==> src/pkg/mwm_pkg.sv <==
// Constants and types for the motion window monitor
// Operation
// RULE1 - A position following error is flagged when actual position lies outside a band of the error window centred on the position demand.
// RULE2 - The user-unit following error window is scaled into encoder increments by the position scaling factor before the comparison.
// RULE3 - A following error lasting longer than the following error dwell in milliseconds sets status word bit 13.
// RULE4 - Beyond the status flag, any drive reaction to a following error is left to the surrounding design.
// RULE5 - The target position counts as reached while the actual position lies within the reach window on either side of the target.
// RULE6 - Status word bit 10 is set only after the position has stayed inside the reach window for the reach dwell in milliseconds.
// RULE7 - Status word bit 12 clears when the speed stays above the standstill limit beyond its dwell, and is set while the speed is below it.
// RULE8 - The standstill dwell is counted in units of one millisecond.
// RULE9 - Status word bit 10 is set when the velocity difference stays inside the velocity reach window longer than the velocity reach dwell.
// RULE10 - The velocity reach check applies only once an acceleration or braking phase has ended, in velocity units.
// RULE11 - An overspeed error is raised when the actual speed exceeds the overspeed limit.
// RULE12 - In velocity mode a separate velocity error window with its own millisecond dwell detects velocity tracking errors.
// RULE13 - Each dwell timer restarts from zero when its condition lapses, so a flag changes only after an unbroken interval. Here a flag drops on any lapse.
// RULE14 - Window checks use the absolute difference, and equality with the limit counts as inside.
package mwm_pkg;

    // ******************************
    // Parameter numbers
    // ******************************
    localparam logic [15:0] PN_POS_ERR_WIN      = 16'h00A3;
    localparam logic [15:0] PN_POS_REACH_WIN    = 16'h00A5;
    localparam logic [15:0] PN_VEL_ERR_WIN      = 16'h00A7;
    localparam logic [15:0] PN_OVERSPEED_LIM    = 16'h00A9;
    localparam logic [15:0] PN_VEL_REACH_WIN    = 16'h00AB;
    localparam logic [15:0] PN_STANDSTILL_LIM   = 16'h00AD;
    localparam logic [15:0] PN_POS_ERR_DWELL    = 16'h00AE;
    localparam logic [15:0] PN_POS_REACH_DWELL  = 16'h00AF;
    localparam logic [15:0] PN_STANDSTILL_DWELL = 16'h00B0;
    localparam logic [15:0] PN_VEL_ERR_DWELL    = 16'h00B1;
    localparam logic [15:0] PN_VEL_REACH_DWELL  = 16'h00B2;
    localparam logic [15:0] PN_STATUS_WORD      = 16'h00C0;

    // ******************************
    // Array slots of windows and dwells
    // ******************************
    localparam int NUM_WIN         = 6;
    localparam int NUM_DWELL       = 5;
    localparam int WI_POS_ERR      = 0;
    localparam int WI_POS_REACH    = 1;
    localparam int WI_VEL_ERR      = 2;
    localparam int WI_OVERSPEED    = 3;
    localparam int WI_VEL_REACH    = 4;
    localparam int WI_STANDSTILL   = 5;
    localparam int DI_POS_ERR      = 0;
    localparam int DI_POS_REACH    = 1;
    localparam int DI_STANDSTILL   = 2;
    localparam int DI_VEL_ERR      = 3;
    localparam int DI_VEL_REACH    = 4;

    // ******************************
    // Reset values and layout
    // ******************************
    localparam logic [31:0] RST_WIN     = 32'h0000_0000;
    localparam logic [15:0] RST_DWELL   = 16'h0000;
    localparam logic [15:0] RST_STATUS  = 16'h1000;
    localparam int          SW_REACHED  = 10;
    localparam int          SW_STANDSTILL = 12;
    localparam int          SW_FOLLOW_ERR = 13;
    localparam int          SCALE_FRAC  = 16;
    localparam logic [31:0] SCALE_ONE   = 32'h0001_0000;

    // ******************************
    // Timing
    // ******************************
    localparam int CLK_PERIOD_NS = 50;
    localparam int MS_NS         = 1000000;
    localparam int TICK_CYCLES   = MS_NS / CLK_PERIOD_NS;
    localparam int PRE_W         = 15;

    // ******************************
    // Carriers
    // ******************************
    typedef struct packed {
        logic signed [31:0] demand_pos;
        logic signed [31:0] target_pos;
        logic signed [31:0] actual_pos;
        logic signed [31:0] target_vel;
        logic signed [31:0] actual_vel;
    } mwm_motion_s;

    typedef struct packed {
        logic        wr;
        logic        rd;
        logic [15:0] num;
        logic [31:0] wdata;
    } mwm_preq_s;

    typedef struct packed {
        logic pos_err;
        logic vel_err;
        logic pos_reach;
        logic vel_reach;
        logic moving;
        logic overspeed;
    } mwm_flags_s;

endpackage

==> src/rtl/mwm_top.sv <==
// Motion window monitor: parameter store, window checks and status word
`timescale 1ns/100ps
module mwm_top
    import mwm_pkg::*;
#(
    parameter int TICK_CYCLES = mwm_pkg::TICK_CYCLES
)
(
    input  wire logic               CLK,
    input  wire logic               RESET,
    input  wire logic               CE,
    input  wire mwm_pkg::mwm_preq_s PAR_REQ,
    output logic [31:0]             PAR_RDATA,
    output logic                    PAR_ACK,
    output logic                    PAR_ERR,
    input  wire mwm_pkg::mwm_motion_s MOTION,
    input  wire logic [31:0]        POS_SCALE,
    input  wire logic               VEL_MODE,
    input  wire logic               RAMP_ACTIVE,
    output logic [15:0]             STATUS_WORD,
    output mwm_pkg::mwm_flags_s     FLAGS
);

    // ******************************
    // Helpers
    // ******************************
    function automatic logic [32:0] abs_diff(input logic signed [31:0] a,
                                             input logic signed [31:0] b);
        logic signed [33:0] d;
        d = {{2{a[31]}}, a} - {{2{b[31]}}, b};
        return d[33] ? 33'(-d) : d[32:0];  // [RULE14]
    endfunction

    function automatic logic [3:0] win_slot(input logic [15:0] n);
        logic [3:0] s;
        s = 4'h0;
        unique case (n)
            PN_POS_ERR_WIN:    s = 4'h8 | 4'(WI_POS_ERR);
            PN_POS_REACH_WIN:  s = 4'h8 | 4'(WI_POS_REACH);
            PN_VEL_ERR_WIN:    s = 4'h8 | 4'(WI_VEL_ERR);
            PN_OVERSPEED_LIM:  s = 4'h8 | 4'(WI_OVERSPEED);
            PN_VEL_REACH_WIN:  s = 4'h8 | 4'(WI_VEL_REACH);
            PN_STANDSTILL_LIM: s = 4'h8 | 4'(WI_STANDSTILL);
            default:           s = 4'h0;
        endcase
        return s;
    endfunction

    function automatic logic [3:0] dwell_slot(input logic [15:0] n);
        logic [3:0] s;
        s = 4'h0;
        unique case (n)
            PN_POS_ERR_DWELL:    s = 4'h8 | 4'(DI_POS_ERR);
            PN_POS_REACH_DWELL:  s = 4'h8 | 4'(DI_POS_REACH);
            PN_STANDSTILL_DWELL: s = 4'h8 | 4'(DI_STANDSTILL);
            PN_VEL_ERR_DWELL:    s = 4'h8 | 4'(DI_VEL_ERR);
            PN_VEL_REACH_DWELL:  s = 4'h8 | 4'(DI_VEL_REACH);
            default:             s = 4'h0;
        endcase
        return s;
    endfunction

    // ******************************
    // Declarations
    // ******************************
    logic [31:0]      win_q [NUM_WIN];
    logic [15:0]      dwell_q [NUM_DWELL];
    logic [3:0]       wslot;
    logic [3:0]       dslot;
    logic [32:0]      win_inc_q;
    logic [63:0]      scale_prod;
    logic [32:0]      pos_err_abs;
    logic [32:0]      pos_tgt_abs;
    logic [32:0]      vel_err_abs;
    logic [32:0]      vel_abs;
    mwm_flags_s       raw_q;
    logic             vel_mode_q;
    logic [NUM_DWELL-1:0] qual;
    logic             reached;
    logic             follow_err;

    assign wslot = win_slot(PAR_REQ.num);
    assign dslot = dwell_slot(PAR_REQ.num);

    // ******************************
    // Parameter writes
    // ******************************
    always_ff @(posedge CLK or posedge RESET)
    begin
        if (RESET)
        begin
            for (int i = 0; i < NUM_WIN; i++)
                win_q[i] <= RST_WIN;
            for (int i = 0; i < NUM_DWELL; i++)
                dwell_q[i] <= RST_DWELL;
        end
        else if (CE && PAR_REQ.wr)
        begin
            if (wslot[3])
                win_q[wslot[2:0]] <= PAR_REQ.wdata;
            if (dslot[3])
                dwell_q[dslot[2:0]] <= PAR_REQ.wdata[15:0];
        end
    end

    // ******************************
    // Parameter reads and answers
    // ******************************
    always_ff @(posedge CLK or posedge RESET)
    begin
        if (RESET)
        begin
            PAR_RDATA <= 32'h0000_0000;
            PAR_ACK   <= 1'b0;
            PAR_ERR   <= 1'b0;
        end
        else if (CE)
        begin
            PAR_ACK <= PAR_REQ.wr || PAR_REQ.rd;
            PAR_ERR <= 1'b0;
            if (PAR_REQ.rd)
            begin
                if (wslot[3])
                    PAR_RDATA <= win_q[wslot[2:0]];
                else if (dslot[3])
                    PAR_RDATA <= {16'h0000, dwell_q[dslot[2:0]]};
                else if (PAR_REQ.num == PN_STATUS_WORD)
                    PAR_RDATA <= {16'h0000, STATUS_WORD};
                else
                begin
                    PAR_RDATA <= 32'h0000_0000;
                    PAR_ERR   <= 1'b1;
                end
            end
            else if (PAR_REQ.wr)
                PAR_ERR <= !(wslot[3] || dslot[3]);
        end
    end

    // ******************************
    // Window scaling into increments
    // ******************************
    assign scale_prod = {32'h0000_0000, win_q[WI_POS_ERR]} * {32'h0000_0000, POS_SCALE};

    always_ff @(posedge CLK or posedge RESET)
    begin
        if (RESET)
            win_inc_q <= 33'h0_0000_0000;
        else if (CE)
        begin
            if (|scale_prod[63:SCALE_FRAC+33])
                win_inc_q <= 33'h1_FFFF_FFFF;  // [RULE2]
            else
                win_inc_q <= scale_prod[SCALE_FRAC+32:SCALE_FRAC];  // [RULE2]
        end
    end

    // ******************************
    // Window comparisons
    // ******************************
    assign pos_err_abs = abs_diff(MOTION.actual_pos, MOTION.demand_pos);
    assign pos_tgt_abs = abs_diff(MOTION.actual_pos, MOTION.target_pos);
    assign vel_err_abs = abs_diff(MOTION.target_vel, MOTION.actual_vel);
    assign vel_abs     = abs_diff(MOTION.actual_vel, 32'sh0000_0000);

    always_ff @(posedge CLK or posedge RESET)
    begin
        if (RESET)
        begin
            raw_q      <= '0;
            vel_mode_q <= 1'b0;
        end
        else if (CE)
        begin
            vel_mode_q        <= VEL_MODE;
            raw_q.pos_err     <= pos_err_abs > win_inc_q;  // [RULE1] [RULE14]
            raw_q.pos_reach   <= pos_tgt_abs <= {1'b0, win_q[WI_POS_REACH]};  // [RULE5]
            raw_q.vel_err     <= VEL_MODE &&
                                 vel_err_abs > {1'b0, win_q[WI_VEL_ERR]};  // [RULE12]
            raw_q.vel_reach   <= !RAMP_ACTIVE &&
                                 vel_err_abs <= {1'b0, win_q[WI_VEL_REACH]};  // [RULE10]
            raw_q.moving      <= vel_abs > {1'b0, win_q[WI_STANDSTILL]};  // [RULE7]
            raw_q.overspeed   <= vel_abs > {1'b0, win_q[WI_OVERSPEED]};  // [RULE11]
        end
    end

    // ******************************
    // Dwell qualifiers
    // ******************************
    mwm_dwell #(.TICKS(TICK_CYCLES)) u_pos_err_dwell
    (
        .clk    (CLK),
        .reset  (RESET),
        .ce     (CE),
        .cond   (raw_q.pos_err),
        .dwell  (dwell_q[DI_POS_ERR]),
        .flag_q (qual[DI_POS_ERR])
    );

    mwm_dwell #(.TICKS(TICK_CYCLES)) u_pos_reach_dwell
    (
        .clk    (CLK),
        .reset  (RESET),
        .ce     (CE),
        .cond   (raw_q.pos_reach),
        .dwell  (dwell_q[DI_POS_REACH]),
        .flag_q (qual[DI_POS_REACH])
    );

    mwm_dwell #(.TICKS(TICK_CYCLES)) u_standstill_dwell
    (
        .clk    (CLK),
        .reset  (RESET),
        .ce     (CE),
        .cond   (raw_q.moving),
        .dwell  (dwell_q[DI_STANDSTILL]),
        .flag_q (qual[DI_STANDSTILL])
    );

    mwm_dwell #(.TICKS(TICK_CYCLES)) u_vel_err_dwell
    (
        .clk    (CLK),
        .reset  (RESET),
        .ce     (CE),
        .cond   (raw_q.vel_err),
        .dwell  (dwell_q[DI_VEL_ERR]),
        .flag_q (qual[DI_VEL_ERR])
    );

    mwm_dwell #(.TICKS(TICK_CYCLES)) u_vel_reach_dwell
    (
        .clk    (CLK),
        .reset  (RESET),
        .ce     (CE),
        .cond   (raw_q.vel_reach),
        .dwell  (dwell_q[DI_VEL_REACH]),
        .flag_q (qual[DI_VEL_REACH])
    );

    // ******************************
    // Status word and flag outputs
    // ******************************
    assign reached    = vel_mode_q ? qual[DI_VEL_REACH] : qual[DI_POS_REACH];  // [RULE6] [RULE9]
    assign follow_err = vel_mode_q ? qual[DI_VEL_ERR] : qual[DI_POS_ERR];  // [RULE3] [RULE12]

    always_ff @(posedge CLK or posedge RESET)
    begin
        if (RESET)
        begin
            STATUS_WORD <= RST_STATUS;
            FLAGS       <= '0;
        end
        else if (CE)
        begin
            STATUS_WORD                <= 16'h0000;
            STATUS_WORD[SW_REACHED]    <= reached;  // [RULE6] [RULE9]
            STATUS_WORD[SW_STANDSTILL] <= !qual[DI_STANDSTILL];  // [RULE7]
            STATUS_WORD[SW_FOLLOW_ERR] <= follow_err;  // [RULE3] [RULE4]
            FLAGS.pos_err              <= qual[DI_POS_ERR];
            FLAGS.vel_err              <= qual[DI_VEL_ERR];
            FLAGS.pos_reach            <= qual[DI_POS_REACH];
            FLAGS.vel_reach            <= qual[DI_VEL_REACH];
            FLAGS.moving               <= qual[DI_STANDSTILL];
            FLAGS.overspeed            <= raw_q.overspeed;  // [RULE11]
        end
    end

    // ******************************
    // Assertions
    // ******************************
    property p_fe_cause;
        @(posedge CLK) disable iff (RESET)
        $rose(STATUS_WORD[SW_FOLLOW_ERR]) && !$past(vel_mode_q) |-> $past(raw_q.pos_err, 2);
    endproperty
    a_fe_cause: assert property (p_fe_cause)  // [RULE1]
        else $error("following error bit rose without a position error");

    property p_unity_scale;
        @(posedge CLK) disable iff (RESET)
        CE && POS_SCALE == SCALE_ONE |=> win_inc_q == {1'b0, $past(win_q[WI_POS_ERR])};
    endproperty
    a_unity_scale: assert property (p_unity_scale)  // [RULE2]
        else $error("unity scale changed the error window");

    property p_fe_bit;
        @(posedge CLK) disable iff (RESET)
        CE && !vel_mode_q && qual[DI_POS_ERR] |=> STATUS_WORD[SW_FOLLOW_ERR];
    endproperty
    a_fe_bit: assert property (p_fe_bit)  // [RULE3]
        else $error("qualified position error did not set bit 13");

    property p_pos_edge;
        @(posedge CLK) disable iff (RESET)
        CE && pos_tgt_abs == {1'b0, win_q[WI_POS_REACH]} |=> raw_q.pos_reach;
    endproperty
    a_pos_edge: assert property (p_pos_edge)  // [RULE5] [RULE14]
        else $error("position on the reach limit not counted inside");

    property p_reach_cause;
        @(posedge CLK) disable iff (RESET)
        $rose(STATUS_WORD[SW_REACHED]) && !$past(vel_mode_q) |-> $past(raw_q.pos_reach, 2);
    endproperty
    a_reach_cause: assert property (p_reach_cause)  // [RULE6]
        else $error("target reached rose without the position inside");

    property p_still;
        @(posedge CLK) disable iff (RESET)
        CE && !raw_q.moving ##1 CE |=> STATUS_WORD[SW_STANDSTILL];
    endproperty
    a_still: assert property (p_still)  // [RULE7]
        else $error("standstill bit low while speed below limit");

    property p_ramp_blocks;
        @(posedge CLK) disable iff (RESET)
        CE && RAMP_ACTIVE |=> !raw_q.vel_reach;
    endproperty
    a_ramp_blocks: assert property (p_ramp_blocks)  // [RULE10]
        else $error("velocity reach seen during a ramp");

    property p_vel_reach;
        @(posedge CLK) disable iff (RESET)
        CE && vel_mode_q && qual[DI_VEL_REACH] |=> STATUS_WORD[SW_REACHED];
    endproperty
    a_vel_reach: assert property (p_vel_reach)  // [RULE9]
        else $error("velocity reach did not set bit 10");

    property p_overspeed;
        @(posedge CLK) disable iff (RESET)
        CE && vel_abs > {1'b0, win_q[WI_OVERSPEED]} ##1 CE |=> FLAGS.overspeed;
    endproperty
    a_overspeed: assert property (p_overspeed)  // [RULE11]
        else $error("overspeed not flagged");

    property p_vel_err_mode;
        @(posedge CLK) disable iff (RESET)
        CE && !VEL_MODE |=> !raw_q.vel_err;
    endproperty
    a_vel_err_mode: assert property (p_vel_err_mode)  // [RULE12]
        else $error("velocity error outside velocity mode");

endmodule

==> src/rtl/mwm_dwell.sv <==
// Millisecond dwell qualifier for one window condition
`timescale 1ns/100ps
module mwm_dwell
    import mwm_pkg::*;
#(
    parameter int TICKS = mwm_pkg::TICK_CYCLES
)
(
    input  wire logic        clk,
    input  wire logic        reset,
    input  wire logic        ce,
    input  wire logic        cond,
    input  wire logic [15:0] dwell,
    output logic             flag_q
);

    logic [PRE_W-1:0] pre_q;
    logic [16:0]      ms_q;
    logic             ms_tick;

    assign ms_tick = (pre_q == PRE_W'(TICKS - 1));

    // ******************************
    // Prescaler and millisecond count
    // ******************************
    always_ff @(posedge clk or posedge reset)
    begin
        if (reset)
        begin
            pre_q <= '0;
            ms_q  <= '0;
        end
        else if (ce)
        begin
            if (!cond)
            begin
                pre_q <= '0;  // [RULE13]
                ms_q  <= '0;  // [RULE13]
            end
            else if (ms_q < {1'b0, dwell})
            begin
                pre_q <= ms_tick ? '0 : pre_q + 1'b1;
                if (ms_tick)
                    ms_q <= ms_q + 1'b1;  // [RULE8]
            end
        end
    end

    // ******************************
    // Qualified flag
    // ******************************
    always_ff @(posedge clk or posedge reset)
    begin
        if (reset)
            flag_q <= 1'b0;
        else if (ce)
            flag_q <= cond && (ms_q >= {1'b0, dwell});  // [RULE13]
    end

    property p_lapse_clears;
        @(posedge clk) disable iff (reset)
        ce && !cond |=> !flag_q;
    endproperty
    a_lapse_clears: assert property (p_lapse_clears)  // [RULE13]
        else $error("dwell flag stayed up after its condition lapsed");

    property p_rise_after_dwell;
        @(posedge clk) disable iff (reset)
        $rose(flag_q) |-> $past(cond) && ($past(ms_q) >= {1'b0, $past(dwell)});
    endproperty
    a_rise_after_dwell: assert property (p_rise_after_dwell)  // [RULE13]
        else $error("dwell flag rose before the dwell elapsed");

    property p_ms_step;
        @(posedge clk) disable iff (reset)
        ce && cond && !ms_tick |=> ms_q == $past(ms_q);
    endproperty
    a_ms_step: assert property (p_ms_step)  // [RULE8]
        else $error("millisecond count moved between ticks");

endmodule

==> config.mk <==
export PLATFORM = sky130hd
export DESIGN_NAME = mwm_top
export DESIGN_NICKNAME = d
export VERILOG_FILES = /design/src/pkg/mwm_pkg.sv /design/src/rtl/mwm_top.sv /design/src/rtl/mwm_dwell.sv
export SDC_FILE = /design/constraint.sdc
export NUM_CORES = 2
export LEC_CHECK = 0
export CAP_MARGIN = 30
export CORE_ASPECT_RATIO = 1.1
export CORE_MARGIN = 2
export CORE_UTILIZATION = 35
export DETAILED_ROUTE_END_ITERATION = 8
export DONT_BUFFER_PORTS = 1
export PLACE_DENSITY = 0.51
export REMOVE_ABC_BUFFERS = 1
export SKIP_CTS_REPAIR_TIMING = 1
export SKIP_LAST_GASP = 1
export SLEW_MARGIN = 10
export SYNTH_ARGS = -nofsm -noshare
export SYNTH_HDL_FRONTEND = slang
export SYNTH_SLANG_ARGS = --single-unit
==> constraint.sdc <==
create_clock -name CLK -period 45.9 [get_ports CLK]
set_clock_uncertainty 0.1 [all_clocks]
set_input_delay 4.59 -clock CLK [delete_from_list [all_inputs] [get_ports CLK]]
set_output_delay 4.59 -clock CLK [all_outputs]
set_load 0.05 [all_outputs]
# Yosys cells after proc, flatten, opt, wreduce, memory -nomap -nowiden
# Cells that the tools add are included.
# op_classes
add_sub_neg	17
mul	1
n_lt_le_gt_ge	20
n_eq_ne	27
n_mux	59
bitwise_logic	2
reduce_logical	29
# op_table
cell	n
17-bit two-way mux	15
15-bit two-way mux	15
192-bit bitwise mux	1
16-bit by 8-bit equality test with 1-bit output, second input constant	12
33-bit two-way mux	5
32-bit two-way mux	4
33-bit by 32-bit greater-than comparator with 1-bit output	3
33-bit negation	3
32-bit by 32-bit subtractor with 33-bit output	3
32-bit binary-select mux with 3-bit select	1
32-bit demux with 3-bit select	1
17-bit by 1-bit adder with 17-bit output, second input constant	5
17-bit by 16-bit >= comparator with 1-bit output	5
17-bit by 16-bit less-than comparator with 1-bit output	5
80-bit bitwise mux	1
15-bit by 1-bit adder with 15-bit output, second input constant	5
15-bit equality test, second input constant	5
33-bit by 32-bit less-or-equal comparator with 1-bit output	2
32-bit by 32-bit multiplier with 64-bit output	1
16-bit two-way mux	4
16-bit binary-select mux with 3-bit select	1
16-bit demux with 3-bit select	1
33-bit greater-than comparator	1
32-bit negation with 33-bit output	1
14 further kinds	55
# word_totals
reg_bits	520
input_bits	247
output_inout_bits	56
word_cells	199

# Logic depth before layout (Yosys ltp)
# logic_depth
ltp_word	8
mapped_depth	31
depth_no_buf	27

# By module
# From an unflattened synthesis, not the netlist that was laid out.
# hier_totals
hier_cells	8471
hier_area_um2	73701.9
# by_module_without_submodules
module	instances	cells_each	area_each_um2	seq_area_each_um2
mwm_top	1	7026	61552.8	8884.8
mwm_dwell	5	289	2429.8	825.8

# Worst setup path before layout
# Ideal clock, no wire load.
# synth_timing
path_kind	input -> register
startpoint	input port POS_SCALE[8]
endpoint	register win_inc_q[10]
setup_time_ns	0.133
arrival_time_ns	11.905
t_required_ns	45.667
path_slack_ns	33.763
path_stages	28
n_path_buf	4
cell_sequence	clkbuf_1 nand2_1 fa_1 fa_1 fa_1 fa_1 inv_1 fa_1 fa_1 fa_1 inv_1 fa_1 inv_1 ha_1 clkbuf_1 nand4_1 nor4_1 nand2_1 a211oi_1 o311ai_1 a31oi_1 o221ai_1 nor3_1 nand4_1 or4_1 clkbuf_1 buf_2 a2bb2oi_1
# synth_via
elab_chain_len	3
# synth_lines
item	line_no	rtl
start: declaration	mwm_top.sv:17	input wire logic [31:0] POS_SCALE,
32-bit by 32-bit multiplier with 64-bit output (*)	mwm_top.sv:143	assign scale_prod = {32'h0000_0000, win_q[WI_POS_ERR]} * {32'h0000_0000, POS_SCALE};
15-bit OR reduction	mwm_top.sv:151	if (|scale_prod[63:SCALE_FRAC+33])
33-bit two-way mux (*)	mwm_top.sv:151	
end signal: assignment	mwm_top.sv:154	win_inc_q <= scale_prod[SCALE_FRAC+32:SCALE_FRAC];
end: declaration	mwm_top.sv:70	logic [32:0] win_inc_q;
# Mark *: on every way between the ends. The rest lies on a longest branch, timed or not.
# A chain may end at the register's enable or synchronous reset.

# Worst setup path after layout
# layout_timing
startpoint	input port POS_SCALE[8]
endpoint	register win_inc_q[16]
# Same word-level chain as after synthesis.

==> metrics.csv <==
metric,value,unit
status,completed,
final_cell_count_no_fill,10800,
ant_nets,0,
drv_cap,0,
max_freq,80.4,MHz
layout.nets,9760,
postSynthAreaPerCell,8.80,sq um
crit_path_start,POS_SCALE[8],
p_switching,452,uW
die_w,438,microns
clock_latency,650,ps
synth-seq-cells,520,
wire_per_inst,22.2,microns
track_usage,22.8,%
crit_slowest_cell,or4_1,
power.share.clock,36.2,%
grt_pass1_wl,370000,microns
hold_path_class,reg -> reg,
p_seq_share,37.2,%
drt-vias-per-instance,5.34,
critPathKind,in -> reg,
ys_seq_area_share,18.0,%
synth_ff_type,dfrtp_1,
grt_pass1_vias,60300,
critPathBufInv,3,
cts_tree,built,
drv_slew,0,
drtPass1Iterations,5,
crit_arrival,12820,ps
core_area,0.206,sq mm
cts_buffers,56,
htree_levels,2,
num_rows,175,
ir_drop,0.0308,mV
yosysWarnings,0,
yosys-top-cells-area,"fa_1 25%, dfrtp_1 18%, ha_1 11%, inv_1 6.8%, and2_1 6.0%",
p_int,874,uW
final_layout_size_suffix_gt1_share,5.59,%
drt_wl_total,239000,microns
p_total,1.33,mW
ioPinCount,303,
finalCritPeriodShare,27.1,%
setup_viol,0,
dp_hpwl,185000,microns
overflow,0,
async_reset_ff_share,100,%
rsz0062_at_grt,false,
synth_edf_count,0,
placed_cells,10600,
worstReg2RegStart,win_q[175],
path_cells,"and2_1, fa_1, fa_1, inv_1, fa_1, fa_1, inv_1, fa_1, fa_1, fa_1, fa_1, ha_1, a21oi_1, o21ai_0, a21o_1, a31o_2, o311ai_1, and2_1, o221ai_1, nor3_1, nand4_1, or4_1, buf_8, a2bb2oi_1",
antenna_found_initial,13,
fill_cells,21100,
min_from,u_standstill_dwell.pre_q[14],
drc,0,
dr_total_vias,57400,
synth_cells,8230,
dieHeight,481,microns
final_hold_viol_count,0,
slew_headroom,31.2,%
fin_util,37.4,%
tightest_slew,1030,ps
power_density,17.2,mW/mm^2
clock-sinks,520,
io_buffer_count,0,
yosysTopAreaCell,fa_1,
place_area,0.0750,sq mm
p_sw_share,34.1,%
clk_pin_slew,60,ps
dieArea,0.211,sq mm
drtIter0Drc,3509,
crit_top_cell,fa_1,
gp_congestion,0.940,
cts.path.max_buffers,3,
grt_max_degree,167,
synth.distinct_cells,100,
slowest_delay,720,ps
leakage,36.9,nW
synth_top_cell_area_share,24.8,%
cts_root_buf,clkbuf_16,
fin_setup_tns,0,ps
critPathTopFamily,adder cells,
syn_area,0.0724,sq mm
initial_core_util,35.1,%
syn_to_final_growth,6.41,%
fin_area,0.0771,sq mm
crit_path_start_kind,primary input,
critPathMaxFanout,32,
fin_crit,12440,ps
cp-end-kind,flop,
p_comb_share,26.6,%
cp.required,46280,ps
## layout by cell type, fill, tap and decap left out, types with 198 or more instances in the layout
master	instances
and2_1	692
ha_1	643
xnor2_1	198
nor2_1	328
dfrtp_1	511
o21ai_0	369
a21oi_1	393
mux2_2	215
fa_1	898
inv_1	1317
nand2_1	782
## layer usage
layer / share of wire, % / vias to the layer above / routed length (microns) / track usage, %
met5: 0.017 / - / 41 / 0
met4: 3.7 / 6 / 8920 / 7.34
met3: 5.5 / 372 / 13100 / 3.31
met2: 49 / 1526 / 116000 / 39.4
met1: 42 / 29200 / 101000 / 29.2
li1: - / 26300 / - / -
## registers in the layout (all words and copies together) (netlist names), 3 cells and up
| name | count |
|---|---|
| FLAGS | 6 |
| PAR_RDATA | 32 |
| STATUS_WORD | 3 |
| dwell_q | 80 |
| raw_q | 6 |
| u_pos_err_dwell.ms_q | 17 |
| u_pos_err_dwell.pre_q | 15 |
| u_pos_reach_dwell.ms_q | 17 |
| u_pos_reach_dwell.pre_q | 15 |
| u_standstill_dwell.ms_q | 17 |
| u_standstill_dwell.pre_q | 15 |
| u_vel_err_dwell.ms_q | 17 |
| u_vel_err_dwell.pre_q | 15 |
| u_vel_reach_dwell.ms_q | 17 |
| u_vel_reach_dwell.pre_q | 15 |
| win_inc_q | 33 |
| win_q | 192 |
## cell usage after synthesis, types with 43 or more instances
| cell type | count |
|---|---|
| inv_1 | 1318 |
| fa_1 | 898 |
| nand2_1 | 783 |
| and2_1 | 693 |
| ha_1 | 643 |
| dfrtp_1 | 519 |
| a21oi_1 | 393 |
| o21ai_0 | 370 |
| clkbuf_1 | 362 |
| nor2_1 | 329 |
| mux2_2 | 215 |
| xnor2_1 | 198 |
| nand3_1 | 161 |
| nand4_1 | 130 |
| xor2_1 | 121 |
| a21o_1 | 107 |
| nor3_1 | 94 |
| and3_1 | 59 |
| o21a_1 | 57 |
| nor2b_1 | 51 |
| nand2b_1 | 49 |
| nor4_1 | 46 |
| o31ai_1 | 45 |
| a31oi_1 | 43 |
## power groups by stage
stage                     registers [mW]  logic, mW  clock network [mW]
after floorplan                    0.495      0.249                   0
after global routing               0.495      0.394               0.509
final                              0.493      0.352               0.480
after CTS                          0.493      0.351               0.494
after global placement             0.502      0.339                   0
after detailed placement           0.502      0.349                   0
## through the flow
step / hold slack, ps / setup slack [ps]
after floorplan: 305 / 26690
after global placement: 373 / 32760
after detailed placement: 374 / 32960
after CTS: 388 / 33560
after global routing: 406 / 33180
final: 385 / 33460
## kinds of logic (layout without fill, tap and decap cells)
logic type	Yosys count	count (layout)	synth area share, %
other	1	14	0.00518
AND/OR/NAND/NOR	2539	2539	17.9
AO/OA/AOI/OAI	1358	1358	11.8
flip-flops	520	520	18.0
multiplexers	227	227	3.51
XOR/XNOR	319	319	3.86
adder cells (fa/ha/maj)	1541	1541	35.9
buffers and inverters	1725	1499	9.04
## final cells by class
cell class	count	area [sq um]	share of cell area (%)
clock buffer	68	1550	2.01
multi-input combinational	5997	53000	68.7
sequential	520	13000	16.9
clock inverter	34	384	0.498
inverter	1319	4960	6.43
antenna	1	2.50	0.00325
timing repair buffer	78	769	0.998
tap	2743	3430	4.45
## path summary, 6_finish.rpt
path | to | slack, ps | depth (start not counted)
worst max-delay path | win_inc_q[16] | 33460 | 24
worst min-delay path | u_standstill_dwell.pre_q[14] | 380 | 1
worst max register to register | win_inc_q[16] | 36280 | 25
worst min register to register | u_standstill_dwell.pre_q[14] | 380 | 1
max in group asynchronous | STATUS_WORD[12] | 39660 | 6
min in group asynchronous | FLAGS[1] | 3730 | 1
No activity file was read; power rests on OpenSTA's default activity.
